**src/include/dpt_pkg.sv**
```systemverilog
// constants, encodings and state type of the potentiometer serial slave
package dpt_pkg;

   // =====================================================
   // register geometry
   localparam int unsigned WIPER_W  = 10;
   localparam int unsigned PRESET_N = 4;
   localparam int unsigned SEL_W    = 2;
   localparam logic [9:0]  PRESET_RESET = 10'h200;

   // =====================================================
   // address byte layout
   localparam int unsigned TYPE_HI  = 7;
   localparam int unsigned TYPE_LO  = 4;
   localparam int unsigned PINS_HI  = 3;
   localparam int unsigned PINS_LO  = 1;
   localparam int unsigned DIR_BIT  = 0;

   // =====================================================
   // command byte layout and opcodes
   localparam int unsigned OP_HI    = 7;
   localparam int unsigned OP_LO    = 5;
   localparam int unsigned SEL_HI   = 3;
   localparam int unsigned SEL_LO   = 2;
   localparam logic [2:0]  OP_READ_WIPER    = 3'h4;
   localparam logic [2:0]  OP_WRITE_WIPER   = 3'h5;
   localparam logic [2:0]  OP_READ_PRESET   = 3'h5;
   localparam logic [2:0]  OP_WRITE_PRESET  = 3'h6;
   localparam logic [2:0]  OP_XFR_TO_WIPER  = 3'h6;
   localparam logic [2:0]  OP_XFR_TO_PRESET = 3'h7;

   // =====================================================
   // bit counting
   localparam logic [2:0]  LAST_BIT = 3'h7;

   // =====================================================
   // protocol states
   typedef enum logic [3:0] {
      ST_IDLE     = 4'b0000,
      ST_ADDR     = 4'b0001,
      ST_ADDR_ACK = 4'b0010,
      ST_CMD      = 4'b0011,
      ST_CMD_ACK  = 4'b0100,
      ST_WDATA    = 4'b0101,
      ST_WD_ACK   = 4'b0110,
      ST_RDATA    = 4'b0111,
      ST_RD_ACK   = 4'b1000,
      ST_IGNORE   = 4'b1001
   } dpt_state_e;

endpackage

```
**src/include/dpt_line_if.sv**
```systemverilog
// line events passed from the edge detector to the protocol engine
interface dpt_line_if;
   logic rise;
   logic fall;
   logic start;
   logic stop;
   logic sda;

   modport detect (output rise, output fall, output start, output stop,
                   output sda);
   modport proto  (input rise, input fall, input start, input stop,
                   input sda);
endinterface

```
**src/logic/dpt_line_detect.sv**
```systemverilog
// clock edge and start/stop detection on the serial lines
module dpt_line_detect (
   // clock and reset
   input  wire logic     clk_i,
   input  wire logic     rst_b_i,
   // serial lines
   input  wire logic     scl_i,
   input  wire logic     sda_i,
   // events
   dpt_line_if.detect    ln
);

   // =====================================================
   // previous line levels
   logic scl_q;
   logic sda_q;

   always_ff @(posedge clk_i or negedge rst_b_i) begin
      if (!rst_b_i) begin
         scl_q <= 1'b1;
         sda_q <= 1'b1;
      end else begin
         scl_q <= scl_i;
         sda_q <= sda_i;
      end
   end

   // =====================================================
   // events
   // data moves only while clock is low; a data edge with clock high
   // frames a transfer
   assign ln.rise  = scl_i & ~scl_q;
   assign ln.fall  = ~scl_i & scl_q;
   assign ln.start = scl_i & scl_q & sda_q & ~sda_i;
   assign ln.stop  = scl_i & scl_q & ~sda_q & sda_i;
   assign ln.sda   = sda_i;

endmodule

```
**src/logic/dpt_top.sv**
```systemverilog
// two-wire slave, wiper and preset registers of the potentiometer
module dpt_top #(
   // device type value is arbitrary
   parameter logic [3:0] DEVICE_TYPE = 4'h9,
   parameter int unsigned WIPER_W = dpt_pkg::WIPER_W,
   parameter int unsigned PRESET_N = dpt_pkg::PRESET_N
) (
   // clock and reset
   input  wire logic              clk_i,
   input  wire logic              rst_b_i,
   // serial bus (clock is input only)
   input  wire logic              scl_i,
   input  wire logic              sda_i,
   output logic                   sda_o,
   output logic                   sda_oe_o,
   // straps
   input  wire logic [2:0]        slave_addr_pins_i,
   input  wire logic              wp_b_i,
   // tap select
   output logic [WIPER_W-1:0]     wiper_position_reg_o
);

   // =====================================================
   // elaboration checks
   if (WIPER_W != 10) begin : g_bad_width
      $error("wiper width must be 10");
   end
   if (PRESET_N != 4) begin : g_bad_count
      $error("preset count must be 4");
   end

   // =====================================================
   // line events
   dpt_line_if ln ();

   dpt_line_detect u_detect (
      .clk_i   (clk_i),
      .rst_b_i (rst_b_i),
      .scl_i   (scl_i),
      .sda_i   (sda_i),
      .ln      (ln)
   );

   // =====================================================
   // state
   dpt_pkg::dpt_state_e state;
   logic [2:0]          cnt;
   logic [7:0]          shreg;
   logic                acking;
   logic                dir_rd;
   logic [2:0]          op;
   logic [1:0]          sel;
   logic                byte_idx;
   logic [7:0]          wr_lo;
   logic [7:0]          tx;
   logic [9:0]          rd_val;
   logic [9:0]          wiper;
   logic                recall_pend;
   logic [9:0]          preset_mem [PRESET_N];
   logic [39:0]         preset_flat;

   logic [7:0] byte_in;
   logic       last_bit;
   logic       addr_match;
   logic [2:0] in_op;
   logic [1:0] in_sel;
   logic       cmd_ok;
   logic       is_xfr;
   logic       pre_we;
   logic [1:0] pre_idx;
   logic [9:0] pre_wd;
   logic       wip_we;
   logic [9:0] wip_wd;

   assign byte_in  = {shreg[6:0], ln.sda};
   assign last_bit = ln.rise && (cnt == dpt_pkg::LAST_BIT);
   assign addr_match =
      (byte_in[dpt_pkg::TYPE_HI:dpt_pkg::TYPE_LO] == DEVICE_TYPE) &&
      (byte_in[dpt_pkg::PINS_HI:dpt_pkg::PINS_LO] == slave_addr_pins_i);
   assign in_op  = byte_in[dpt_pkg::OP_HI:dpt_pkg::OP_LO];
   assign in_sel = byte_in[dpt_pkg::SEL_HI:dpt_pkg::SEL_LO];
   // legal opcodes depend on the direction bit
   assign cmd_ok = dir_rd ?
      (in_op == dpt_pkg::OP_READ_WIPER || in_op == dpt_pkg::OP_READ_PRESET ||
       in_op == dpt_pkg::OP_XFR_TO_WIPER) :
      (in_op == dpt_pkg::OP_WRITE_WIPER || in_op == dpt_pkg::OP_WRITE_PRESET ||
       in_op == dpt_pkg::OP_XFR_TO_PRESET);
   assign is_xfr = dir_rd ? (op == dpt_pkg::OP_XFR_TO_WIPER) :
                            (op == dpt_pkg::OP_XFR_TO_PRESET);

   // =====================================================
   // register write requests
   always_comb begin
      pre_we  = 1'b0;
      pre_idx = in_sel;
      pre_wd  = wiper;
      wip_we  = 1'b0;
      wip_wd  = preset_mem[in_sel];
      if (state == dpt_pkg::ST_CMD && last_bit && !ln.start && !ln.stop
          && cmd_ok) begin
         if (!dir_rd && in_op == dpt_pkg::OP_XFR_TO_PRESET) begin
            pre_we = wp_b_i;
         end
         if (dir_rd && in_op == dpt_pkg::OP_XFR_TO_WIPER) begin
            wip_we = 1'b1;
         end
      end
      if (state == dpt_pkg::ST_WDATA && last_bit && byte_idx
          && !ln.start && !ln.stop) begin
         pre_idx = sel;
         pre_wd  = {byte_in[1:0], wr_lo};
         wip_wd  = {byte_in[1:0], wr_lo};
         if (op == dpt_pkg::OP_WRITE_WIPER) begin
            wip_we = 1'b1;
         end
         if (op == dpt_pkg::OP_WRITE_PRESET) begin
            pre_we = wp_b_i;
         end
      end
   end

   // =====================================================
   // preset storage
   genvar gi;
   for (gi = 0; gi < PRESET_N; gi++) begin : g_preset
      always_ff @(posedge clk_i or negedge rst_b_i) begin
         if (!rst_b_i) begin
            preset_mem[gi] <= dpt_pkg::PRESET_RESET;
         end else if (pre_we && pre_idx == 2'(gi)) begin
            preset_mem[gi] <= pre_wd;
         end
      end
      assign preset_flat[gi*10 +: 10] = preset_mem[gi];
   end

   // =====================================================
   // wiper register with recall after reset
   always_ff @(posedge clk_i or negedge rst_b_i) begin
      if (!rst_b_i) begin
         recall_pend <= 1'b1;
      end else begin
         recall_pend <= 1'b0;
      end
   end

   always_ff @(posedge clk_i or negedge rst_b_i) begin
      if (!rst_b_i) begin
         wiper <= 10'h000;
      end else if (recall_pend) begin
         wiper <= preset_mem[0];
      end else if (wip_we) begin
         wiper <= wip_wd;
      end
   end

   assign wiper_position_reg_o = wiper;

   // =====================================================
   // protocol engine
   always_ff @(posedge clk_i or negedge rst_b_i) begin
      if (!rst_b_i) begin
         state    <= dpt_pkg::ST_IDLE;
         cnt      <= 3'h0;
         shreg    <= 8'h00;
         acking   <= 1'b0;
         dir_rd   <= 1'b0;
         op       <= 3'h0;
         sel      <= 2'h0;
         byte_idx <= 1'b0;
         wr_lo    <= 8'h00;
         tx       <= 8'h00;
         rd_val   <= 10'h000;
         sda_oe_o <= 1'b0;
      end else if (ln.start) begin
         state    <= dpt_pkg::ST_ADDR;
         cnt      <= 3'h0;
         acking   <= 1'b0;
         sda_oe_o <= 1'b0;
      end else if (ln.stop) begin
         state    <= dpt_pkg::ST_IDLE;
         acking   <= 1'b0;
         sda_oe_o <= 1'b0;
      end else begin
         case (state)
            dpt_pkg::ST_ADDR: begin
               if (ln.rise) begin
                  shreg <= byte_in;
                  cnt   <= cnt + 3'h1;
                  if (last_bit) begin
                     dir_rd <= byte_in[dpt_pkg::DIR_BIT];
                     state  <= addr_match ? dpt_pkg::ST_ADDR_ACK :
                                            dpt_pkg::ST_IGNORE;
                  end
               end
            end
            dpt_pkg::ST_ADDR_ACK, dpt_pkg::ST_WD_ACK: begin
               if (ln.fall) begin
                  if (!acking) begin
                     sda_oe_o <= 1'b1;
                     acking   <= 1'b1;
                  end else begin
                     sda_oe_o <= 1'b0;
                     acking   <= 1'b0;
                     cnt      <= 3'h0;
                     if (state == dpt_pkg::ST_WD_ACK) begin
                        byte_idx <= ~byte_idx;
                     end
                     state <= (state == dpt_pkg::ST_ADDR_ACK) ?
                              dpt_pkg::ST_CMD : dpt_pkg::ST_WDATA;
                  end
               end
            end
            dpt_pkg::ST_CMD: begin
               if (ln.rise) begin
                  shreg <= byte_in;
                  cnt   <= cnt + 3'h1;
                  if (last_bit) begin
                     op     <= in_op;
                     sel    <= in_sel;
                     rd_val <= (in_op == dpt_pkg::OP_READ_WIPER) ?
                               wiper : preset_mem[in_sel];
                     state  <= cmd_ok ? dpt_pkg::ST_CMD_ACK :
                                        dpt_pkg::ST_IGNORE;
                  end
               end
            end
            dpt_pkg::ST_CMD_ACK: begin
               if (ln.fall) begin
                  if (!acking) begin
                     sda_oe_o <= 1'b1;
                     acking   <= 1'b1;
                  end else begin
                     acking   <= 1'b0;
                     cnt      <= 3'h0;
                     byte_idx <= 1'b0;
                     if (is_xfr) begin
                        sda_oe_o <= 1'b0;
                        state    <= dpt_pkg::ST_IGNORE;
                     end else if (dir_rd) begin
                        tx       <= rd_val[7:0];
                        sda_oe_o <= ~rd_val[7];
                        state    <= dpt_pkg::ST_RDATA;
                     end else begin
                        sda_oe_o <= 1'b0;
                        state    <= dpt_pkg::ST_WDATA;
                     end
                  end
               end
            end
            dpt_pkg::ST_WDATA: begin
               if (ln.rise) begin
                  shreg <= byte_in;
                  cnt   <= cnt + 3'h1;
                  if (last_bit) begin
                     if (!byte_idx) begin
                        wr_lo <= byte_in;
                     end
                     state <= dpt_pkg::ST_WD_ACK;
                  end
               end
            end
            dpt_pkg::ST_RDATA: begin
               if (ln.rise) begin
                  cnt <= cnt + 3'h1;
                  if (last_bit) begin
                     state <= dpt_pkg::ST_RD_ACK;
                  end
               end else if (ln.fall) begin
                  tx       <= {tx[6:0], 1'b0};
                  sda_oe_o <= ~tx[6];
               end
            end
            dpt_pkg::ST_RD_ACK: begin
               if (ln.fall && !acking) begin
                  sda_oe_o <= 1'b0;
                  acking   <= 1'b1;
               end else if (ln.rise && acking) begin
                  if (ln.sda) begin
                     acking <= 1'b0;
                     state  <= dpt_pkg::ST_IGNORE;
                  end else begin
                     cnt <= 3'h1;
                  end
               end else if (ln.fall && acking && cnt == 3'h1) begin
                  byte_idx <= ~byte_idx;
                  tx       <= byte_idx ? rd_val[7:0] : {6'h00, rd_val[9:8]};
                  sda_oe_o <= byte_idx ? ~rd_val[7] : 1'b1;
                  acking   <= 1'b0;
                  cnt      <= 3'h0;
                  state    <= dpt_pkg::ST_RDATA;
               end
            end
            default: begin
               state <= state;
            end
         endcase
      end
   end

   // data output only ever pulls low; no clock output exists
   always_ff @(posedge clk_i or negedge rst_b_i) begin
      if (!rst_b_i) begin
         sda_o <= 1'b0;
      end else begin
         sda_o <= 1'b0;
      end
   end
endmodule

```
**config.mk**
```make
export PLATFORM = sky130hd
export DESIGN_NAME = dpt_top
export DESIGN_NICKNAME = d
export VERILOG_FILES = /design/src/include/dpt_pkg.sv /design/src/include/dpt_line_if.sv /design/src/logic/dpt_line_detect.sv /design/src/logic/dpt_top.sv
export SDC_FILE = /design/constraint.sdc
export NUM_CORES = 1
export LEC_CHECK = 0
export ABC_CLOCK_PERIOD_IN_PS = 4800
export BUFFER_PORTS_ARGS = -buffer_cell sky130_fd_sc_hd__buf_4
export CAP_MARGIN = 25
export CORE_MARGIN = 4
export CORE_UTILIZATION = 45
export DETAILED_ROUTE_END_ITERATION = 8
export GPL_ROUTABILITY_DRIVEN = 0
export PLACE_DENSITY = 0.62
export SLEW_MARGIN = 15
export SYNTH_ARGS = -nofsm -noshare
export SYNTH_HDL_FRONTEND = slang
export SYNTH_SLANG_ARGS = --single-unit
```
**constraint.sdc**
```tcl
create_clock -name clk_i -period 4.8 [get_ports clk_i]
set_input_delay 0.96 -clock clk_i [delete_from_list [all_inputs] [get_ports clk_i]]
set_output_delay 0.96 -clock clk_i [all_outputs]
set_load 0.005 [all_outputs]
```
==> results of run 1 <==
-- critical path, cell delays in order --
cell and delay [ns]:
buf_4 0.16, and3b_1 0.23, and3_1 0.77, mux2i_1 0.28, or3_1 0.71, mux2_1 0.41
-- through the flow --
stage / worst slack (ns) / hold WS, ns / util (%) / area [sq um] / cells
after floorplan: 2.12 / 0.450 / - / 5380 / 448
after global placement: 1.21 / 0.468 / 48.4 / 5600 / 585
after detailed placement: 1.13 / 0.472 / 48.5 / 5610 / 586
after CTS: 1.48 / 0.488 / 50.8 / 5880 / 602
after global routing: 1.32 / 0.465 / 51.1 / 5910 / 603
final: 1.50 / 0.466 / 51.1 / 5910 / 603
-- path summary, 6_finish.rpt --
kind / end
worst min register to register: preset_flat[31]$_DFFE_PN0P_
worst max register to register: preset_flat[36]$_DFFE_PN0P_
worst min-delay path: wiper_position_reg_o[5]$_DFFE_PN0P_
worst max-delay path: preset_flat[36]$_DFFE_PN0P_
max in group asynchronous: recall_pend$_DFF_PN1_
min in group clk_i: preset_flat[31]$_DFFE_PN0P_
-- routing by layer --
metal / share of wire [%] / wire [um] / up-vias / global-route usage [%]
met3: 3.9 / 459 / 16 / 3.90
met4: 1.6 / 189 / 0 / 5.94
li1: - / - / 1675 / -
met2: 49 / 5740 / 77 / 29.2
met5: 0 / 0 / - / 0
met1: 45 / 5250 / 1772 / 23.6
-- cell type report --
class	count	area [sq um]	share of cell area, %
multi-input combinational	312	2700	45.6
sequential	101	2540	42.9
clock buffer	10	229	3.88
timing repair buffer	24	198	3.35
tap	143	179	3.03
clock inverter	6	43.8	0.741
inverter	7	26.3	0.445
-- cells by family (layout without fill, tap and decap cells) --
logic type	Yosys count	in the layout
adders and majority gates	3	3
muxes	128	128
other	1	2
AOI/OAI and AO/OA	71	71
and+or+nand+nor	103	103
xor gates and xnor gates	5	5
DFF	101	101
buffers and inverters	35	47
-- registers in the layout, indices dropped and copies added, names as in the netlist, 2 cells and up --
signal,cells
wr_lo,8
wiper_position_reg_o,10
cnt,3
preset_flat,40
state,4
rd_val,10
op,3
tx,7
sel,2
shreg,7
-- power breakdown --
part / switching (W) / internal, W / leakage, nW
Combinational: 0.000280 / 0.000270 / 1.12
Sequential: 0.000186 / 0.000909 / 1.37
Clock: 0.000330 / 0.000357 / 0.139
Total: 0.000797 / 0.00154 / 2.63
-- cells in the mapped netlist, types with 4 or more instances --
library cell and instances:
nand3b_1 4, dfstp_2 7, mux2_2 78, mux4_2 10, inv_1 7, clkbuf_1 17
o21ai_0 30, buf_2 7, mux2i_1 26, dfrtp_1 94, nor2_1 10, mux2_1 11
nor2b_1 7, xnor2_1 4, a21oi_1 8, nand2b_1 7, nor3_1 5, nand2_1 33
nand3_1 8, a22o_1 7, and3_1 5
==> results_dict.tcl, run 1 <==
set metrics [dict create \
    synth_edf_count 0 \
    synth_xor_area_share_pct 0.814 \
    firstDrtPassIters 5 \
    yosysUniqueCellTypes 60 \
    fill_cells 1034 \
    path_clk_slew_ns 0.07 \
    worstSetupPathType "in2reg" \
    yosysWarningCount 0 \
    die_area_sq_mm 0.0138 \
    ir_drop_uv 209 \
    layout-drive-gt1-share_pct 31.5 \
    fp-row-count 39 \
    syn-instance-count 447 \
    synth_top_area_share_pct 43.7 \
    antenna_found_initial 0 \
    synth-compound-area-share_pct 8.72 \
    synthTopCellsByArea "dfrtp_1 (44%), mux2_2 (16%), mux2i_1 (4.8%)" \
    critPathArrivalTime_ns 3.54 \
    total_power_w 0.00233 \
    cts-buffers-inserted 9 \
    port_buffers 18 \
    final_cell_mix "dfrtp_1 (94), mux2_2 (78), nand2_1 (33)" \
    post-route-drc-count 0 \
    synth-seq-cells 101 \
    fin_setup_tns_ns 0 \
    yosys.area_share.simple_pct 11.1 \
    clock_latency_ns 0.35 \
    ant_nets 0 \
    status "complete, no violations" \
    fmaxAchievable_mhz 303 \
    rsz0062_at_grt "no" \
    core_sq_mm 0.0116 \
    die_width_um 117 \
    min_period_ns 3.30 \
    wl_per_cell_um 19.3 \
    crit_fanout 17 \
    async_reset_ff_share_pct 100 \
    rrSetupSlack_ns 1.51 \
    synthAdderAreaFrac_pct 0.698 \
    drt_iter0_drc 396 \
    cts_buffer_depth 2 \
    vias_per_cell 5.87 \
    routed-via-count 3540 \
    finalHoldViolCount 0 \
    crit_path_start_kind "input port" \
    clock_sinks 101 \
    cts-root-buf "clkbuf_16" \
    synth_top_cell_by_area "dfrtp_1" \
    synth_ff_type "dfrtp_1" \
    synthesis.area_sq_mm 0.00538 \
    power.density_mw_per_mm2 395 \
    slew-limit-headroom_pct 38.2 \
    grt_overflow 0 \
    cts_tree "yes" \
    fin_nets 466 \
    post-dp-hpwl_mm 7.93 \
    finalSetupViolCount 0 \
    die_h_um 117 \
    yosysSeqAreaShare_pct 47.2 \
    cts_max_level 3 \
    worstPathRequired_ns 5.04 \
    grt_max_degree 74 \
    ff2ff_path_depth 5 \
    drv_slew 0 \
    hold_buffers 0 \
    hold_path.class "in2async" \
    avgSynthCellArea_sq_um 12.0 \
    maxCapViolCount 0 \
    post-route-period-util_pct 68.8 \
    area_growth_pct 9.84 \
    leakage_nw 2.63 \
    synth_top_family_by_area "multiplexers" \
    layout_commonest_cell "dfrtp_1" \
    ios 20 \
    crit_path_start "scl_i" \
    start_util_pct 46.5 \
    timing.rr.start "state[1]$_DFFE_PN0P_" \
    wirelength_mm 11.6 \
    synthMuxAreaShare_pct 28.5 \
    clock_skew_ns 0.00981 \
    grt_pass1_vias 3627 \
    cts_setup_buffers 0 \
    post_cts_resized 0 \
    grtUsageTotal_pct 17.8 \
    critical_path.endpoint_type "register" \
    grt_pass1_wl_mm 19.6 \
    n_antenna_cell 0 \
    max_slew.worst_pin.slew_ns 0.927 \
]
Power figures use the tool's default switching activity.
==> inputs of run 2 (changes only) <==
ABC_CLOCK_PERIOD_IN_PS = 2930   (was 4800)
PLACE_DENSITY = 0.64   (was 0.62)
clock period = 2.93 ns   (was 4.8 ns; I/O delays follow)
==> run 2 against run 1 <==
  * Non-clock buffer count rose by 15
  * Routed wire length is 2.9% higher
  * Clock power up 79%
  * Sequential share of layout area fell by 1.1 points
==> results_dict.tcl, run 2 (synthesized netlist as in run 1, its figures left out) <==
set metrics [dict create \
    path_clk_slew_ns 0.07 \
    critical_path.endpoint_type "register" \
    fin_nets 481 \
    p_comb_share_pct 28.1 \
    vias_per_cell 5.85 \
    clkPwrFrac_pct 30.6 \
    min_period_ns 2.70 \
    clock_sinks 101 \
    largest_reg_flops 40 \
    leakage_nw 2.72 \
    ir_drop_uv 331 \
    p_int_w 0.00271 \
    cts_buffer_depth 2 \
    rsz0062_at_grt "no" \
    clock_skew_ns 0.00805 \
    fmaxAchievable_mhz 370 \
    layout-drive-gt1-share_pct 34.1 \
    die_width_um 117 \
    hold_path.class "in2async" \
    maxCapViolCount 0 \
    max_slew.worst_pin.slew_ns 0.780 \
    seqPwrFrac_pct 41.3 \
    fill_cells 999 \
    grtUsageTotal_pct 18.1 \
    drt_iter0_drc 234 \
    drv_slew 0 \
    post_cts_resized 0 \
    firstDrtPassIters 5 \
    power.switching_w 0.00133 \
    p_sw_share_pct 33.0 \
    cts-buffers-inserted 9 \
    crit_path_start "cnt[0]$_DFFE_PN0P_" \
    cts_tree "yes" \
    ios 20 \
    status "complete, no violations" \
    cts-root-buf "clkbuf_16" \
    finalHoldViolCount 0 \
    die_area_sq_mm 0.0138 \
    grt_max_degree 50 \
    fp-row-count 39 \
    grt_pass1_wl_mm 20.2 \
    die_h_um 117 \
    post-route-period-util_pct 92.2 \
    crit_fanout 10 \
    slew-limit-headroom_pct 48.0 \
    worstPathRequired_ns 3.16 \
    wl_per_cell_um 19.4 \
    critPathArrivalTime_ns 2.93 \
    cts_max_level 3 \
    antenna_found_initial 0 \
    core_sq_mm 0.0116 \
    finalSetupViolCount 0 \
    grt_pass1_vias 3827 \
    post-route-drc-count 0 \
    worstSetupPathType "reg2reg" \
    clock_latency_ns 0.34 \
    wirelength_mm 12.0 \
    fin_setup_tns_ns 0 \
    ant_nets 0 \
    n_antenna_cell 0 \
    timing.rr.start "cnt[0]$_DFFE_PN0P_" \
    final_cell_mix "dfrtp_1 (94), mux2_2 (78), buf_4 (38)" \
    post-dp-hpwl_mm 8.39 \
    crit_path_start_kind "register" \
    fin_util_pct 52.4 \
    power.density_mw_per_mm2 667 \
    area_growth_pct 12.7 \
    routed-via-count 3615 \
    cts_setup_buffers 0 \
    start_util_pct 46.5 \
    port_buffers 18 \
    grt_overflow 0 \
    layout_commonest_cell "dfrtp_1" \
    hold_buffers 0 \
]
[run 2: worst paths after layout]
path	end	slack [ns]	depth (start not counted)
setup / recovery	preset_flat[6]$_DFFE_PN0P_	0.23	8
hold / removal	tx[4]$_DFFE_PN0P_	0.26	1
setup reg to reg	preset_flat[6]$_DFFE_PN0P_	0.23	8
hold reg to reg	rd_val[9]$_DFFE_PN0P_	0.49	2
max in group asynchronous	u_detect.sda_q$_DFF_PN1_	1.98	2
min in group clk_i	u_detect.sda_q$_DFF_PN1_	0.42	1
[run 2: metrics by stage]
stage | setup WS [ns] | cell area, sq um | std cells | hold slack (ns) | total power, W
2_1_floorplan | 0.451 | 5380 | 448 | 0.290 | 0.00247
3_3_place_gp | 0.141 | 5740 | 602 | 0.468 | 0.00280
3_5_place_dp | 0.0894 | 5740 | 602 | 0.481 | 0.00283
4_1_cts | 0.0711 | 6050 | 618 | 0.295 | 0.00407
5_1_grt | 0.112 | 6060 | 618 | 0.314 | 0.00426
6_report | 0.227 | 6060 | 618 | 0.263 | 0.00404
[run 2: critical path, stage by stage, from the launching register on]
cell	delay (ns)
dfrtp_1	0.40
ha_1	0.18
ha_1	0.16
and3b_1	0.25
and3_1	0.44
mux2_4	0.38
nor3_4	0.17
buf_4	0.25
mux2_2	0.36
[run 2: power by group through the flow]
stage	Sequential (W)	Clock [W]	Combinational (W)
6_report	0.00167	0.00123	0.00114
5_1_grt	0.00169	0.00132	0.00124
4_1_cts	0.00167	0.00126	0.00114
3_5_place_dp	0.00170	0	0.00113
3_3_place_gp	0.00169	0	0.00111
2_1_floorplan	0.00160	0	0.000871
[run 2: cell type report]
class                           instances  area, sq um  area share (%)
Clock inverter                          5         63.8            1.05
Sequential cell                       101         2540            41.9
Clock buffer                           11          243            4.01
Multi-Input combinational cell        312         2710            44.7
Tap cell                              143          179            2.95
Timing Repair Buffer                   39          305            5.04
Inverter                                7         26.3           0.434
[run 2: metal layers]
metal  vias up  global-route usage [%]  share of wire [%]
li1       1696                       -                  -
met1      1820                    23.4                 45
met2        84                    31.3                 50
met3        15                    3.32                3.6
met4         0                    5.43                1.3
met5         -                       0                  0
==> inputs of run 3 (changes only) <==
CORE_ASPECT_RATIO = 0.75   (was unset)
CORE_UTILIZATION = 50   (was 45)
PLACE_DENSITY = 0.7   (was 0.64)
==> run 3 against run 2 <==
  * Clock-buffer cell count increased by 3
  * Setup slack improved by 0.010 ns
  * Critical path depth up 1
  * Register-to-register slack about the same
  * Utilization increased by 5.5 points
  * Non-clock buffer count is 1 lower
  * Sequential cell count unchanged
  * Routed wire length fell by 1.6%
  * Sequential share of layout area up 0.23 points
  * Clock skew is essentially flat
  * Largest power group unchanged
  * Highest routed layer unchanged
==> results_dict.tcl, run 3 (synthesized netlist as in run 1, its figures left out) <==
set metrics [dict create \
    ir_drop_uv 293 \
    post-route-period-util_pct 91.9 \
    die_width_um 128 \
    start_util_pct 51.7 \
    fmaxAchievable_mhz 371 \
    clock_latency_ns 0.34 \
    worstPathRequired_ns 3.15 \
    drt_iter0_drc 314 \
    crit_fanout 10 \
    timing.rr.start "cnt[0]$_DFFE_PN0P_" \
    cts-buffers-inserted 9 \
    maxCapViolCount 0 \
    hold_buffers 0 \
    path_clk_slew_ns 0.07 \
    r2r_end "preset_flat[7]$_DFFE_PN0P_" \
    ant_nets 0 \
    port_buffers 18 \
    layout_commonest_cell "dfrtp_1" \
    largest_reg_flops 40 \
    wl_per_cell_um 19.3 \
    drv_slew 0 \
    clock_skew_ns 0.00843 \
    cts_max_level 3 \
    cts_setup_buffers 0 \
    grt_pass1_wl_mm 20.2 \
    grtUsageTotal_pct 20.5 \
    leakage_nw 2.71 \
    grt_overflow 0 \
    n_antenna_cell 0 \
    critical_path.endpoint_type "register" \
    clock_sinks 101 \
    fin_setup_tns_ns 0 \
    status "complete, no violations" \
    grt_pass1_vias 3841 \
    fill_cells 860 \
    cts_buffer_depth 2 \
    dp_slack_ns 0.211 \
    min_period_ns 2.69 \
    hold_path.class "in2async" \
    post-dp-hpwl_mm 8.36 \
    routed-via-count 3681 \
    final_cell_mix "dfrtp_1 (94), mux2_2 (78), buf_4 (37)" \
    fin_nets 480 \
    antenna_found_initial 0 \
    post_cts_resized 0 \
    power.density_mw_per_mm2 668 \
    fp-row-count 32 \
    ios 20 \
    worstSetupPathType "reg2reg" \
    rrSetupSlack_ns 0.24 \
    slowest_stage "dfrtp_1" \
    slowest_delay_ns 0.41 \
    firstDrtPassIters 4 \
    die_area_sq_mm 0.0125 \
    layout-drive-gt1-share_pct 33.1 \
    whs_ns 0.0741 \
    grt_max_degree 91 \
    area_growth_pct 12.0 \
    post-route-drc-count 0 \
    rsz0062_at_grt "no" \
    total_power_w 0.00402 \
    setup_ws_ns 0.237 \
    cts_tree "yes" \
    finalHoldViolCount 0 \
    ff2ff_path_depth 9 \
    wirelength_mm 11.8 \
    finalSetupViolCount 0 \
    crit_chain "ha_1 -> ha_1 -> and3b_1 -> and3_1 -> buf_4 -> mux2_4 -> nor3_4 -> buf_4 -> mux2_2" \
    max_slew.worst_pin.slew_ns 0.615 \
    cts-root-buf "clkbuf_16" \
    die_h_um 97.8 \
    slew-limit-headroom_pct 59.0 \
    vias_per_cell 6.03 \
    crit_path_start_kind "register" \
    critPathArrivalTime_ns 2.92 \
    core_sq_mm 0.0104 \
]
## run 3: cell types whose count changed in the layout (fill, tap and decap cells not counted), sizes merged
cell,previous run,this run
inv,10,7
clkbuf,11,14
buf,39,38
## run 3: layer usage
layer	wire, um	track usage, %	vias up
li1	-	-	1694
met1	5660	29.9	1886
met2	5340	30.4	87
met3	586	3.94	14
met4	194	7.50	0
met5	0	0	-
## run 3: worst max path at each step
stage / from / endpoint / slack [ns] / depth (start not counted)
finish: cnt[0]$_DFFE_PN0P_ / preset_flat[7]$_DFFE_PN0P_ / 0.24 / 9
global route: cnt[0]$_DFFE_PN0P_ / preset_flat[36]$_DFFE_PN0P_ / 0.11 / 7
CTS: cnt[0]$_DFFE_PN0P_ / preset_flat[37]$_DFFE_PN0P_ / 0.24 / 7
detailed placement: scl_i / preset_flat[6]$_DFFE_PN0P_ / 0.21 / 8
global placement: scl_i / preset_flat[26]$_DFFE_PN0P_ / 0.27 / 8
floorplan: cnt[0]$_DFFE_PN0P_ / preset_flat[0]$_DFFE_PN0P_ / 0.45 / 8
## run 3: critical path: cells and delay by family (launching register included)
family        cells  cell delay (ns)
flops             1             0.41
simple gates      3             0.65
fa+ha+maj         2             0.40
mux               2             0.68
buf+inv           2             0.43
## run 3: stage by stage
step,std cells,util (%),area [sq um]
after global placement,594,55.0,5730
after CTS,610,57.9,6020
after floorplan,448,-,5380
after global routing,610,57.9,6020
after detailed placement,594,55.0,5730
final,610,57.9,6020
## run 3: final cells by class
class / instances / area [sq um] / area share (%)
inverters: 7 / 26.3 / 0.436
well taps: 136 / 170 / 2.82
repair buffers: 38 / 298 / 4.94
clock buffers: 14 / 264 / 4.38
clock inverters: 2 / 35.0 / 0.582
multi-input cells: 312 / 2700 / 44.7
flip-flops and latches: 101 / 2540 / 42.1
## run 3: power breakdown
part	internal (W)	switching (W)	leakage, nW
logic	0.000514	0.000612	1.19
registers	0.00149	0.000191	1.37
clock network	0.000709	0.000503	0.147
total	0.00272	0.00131	2.71
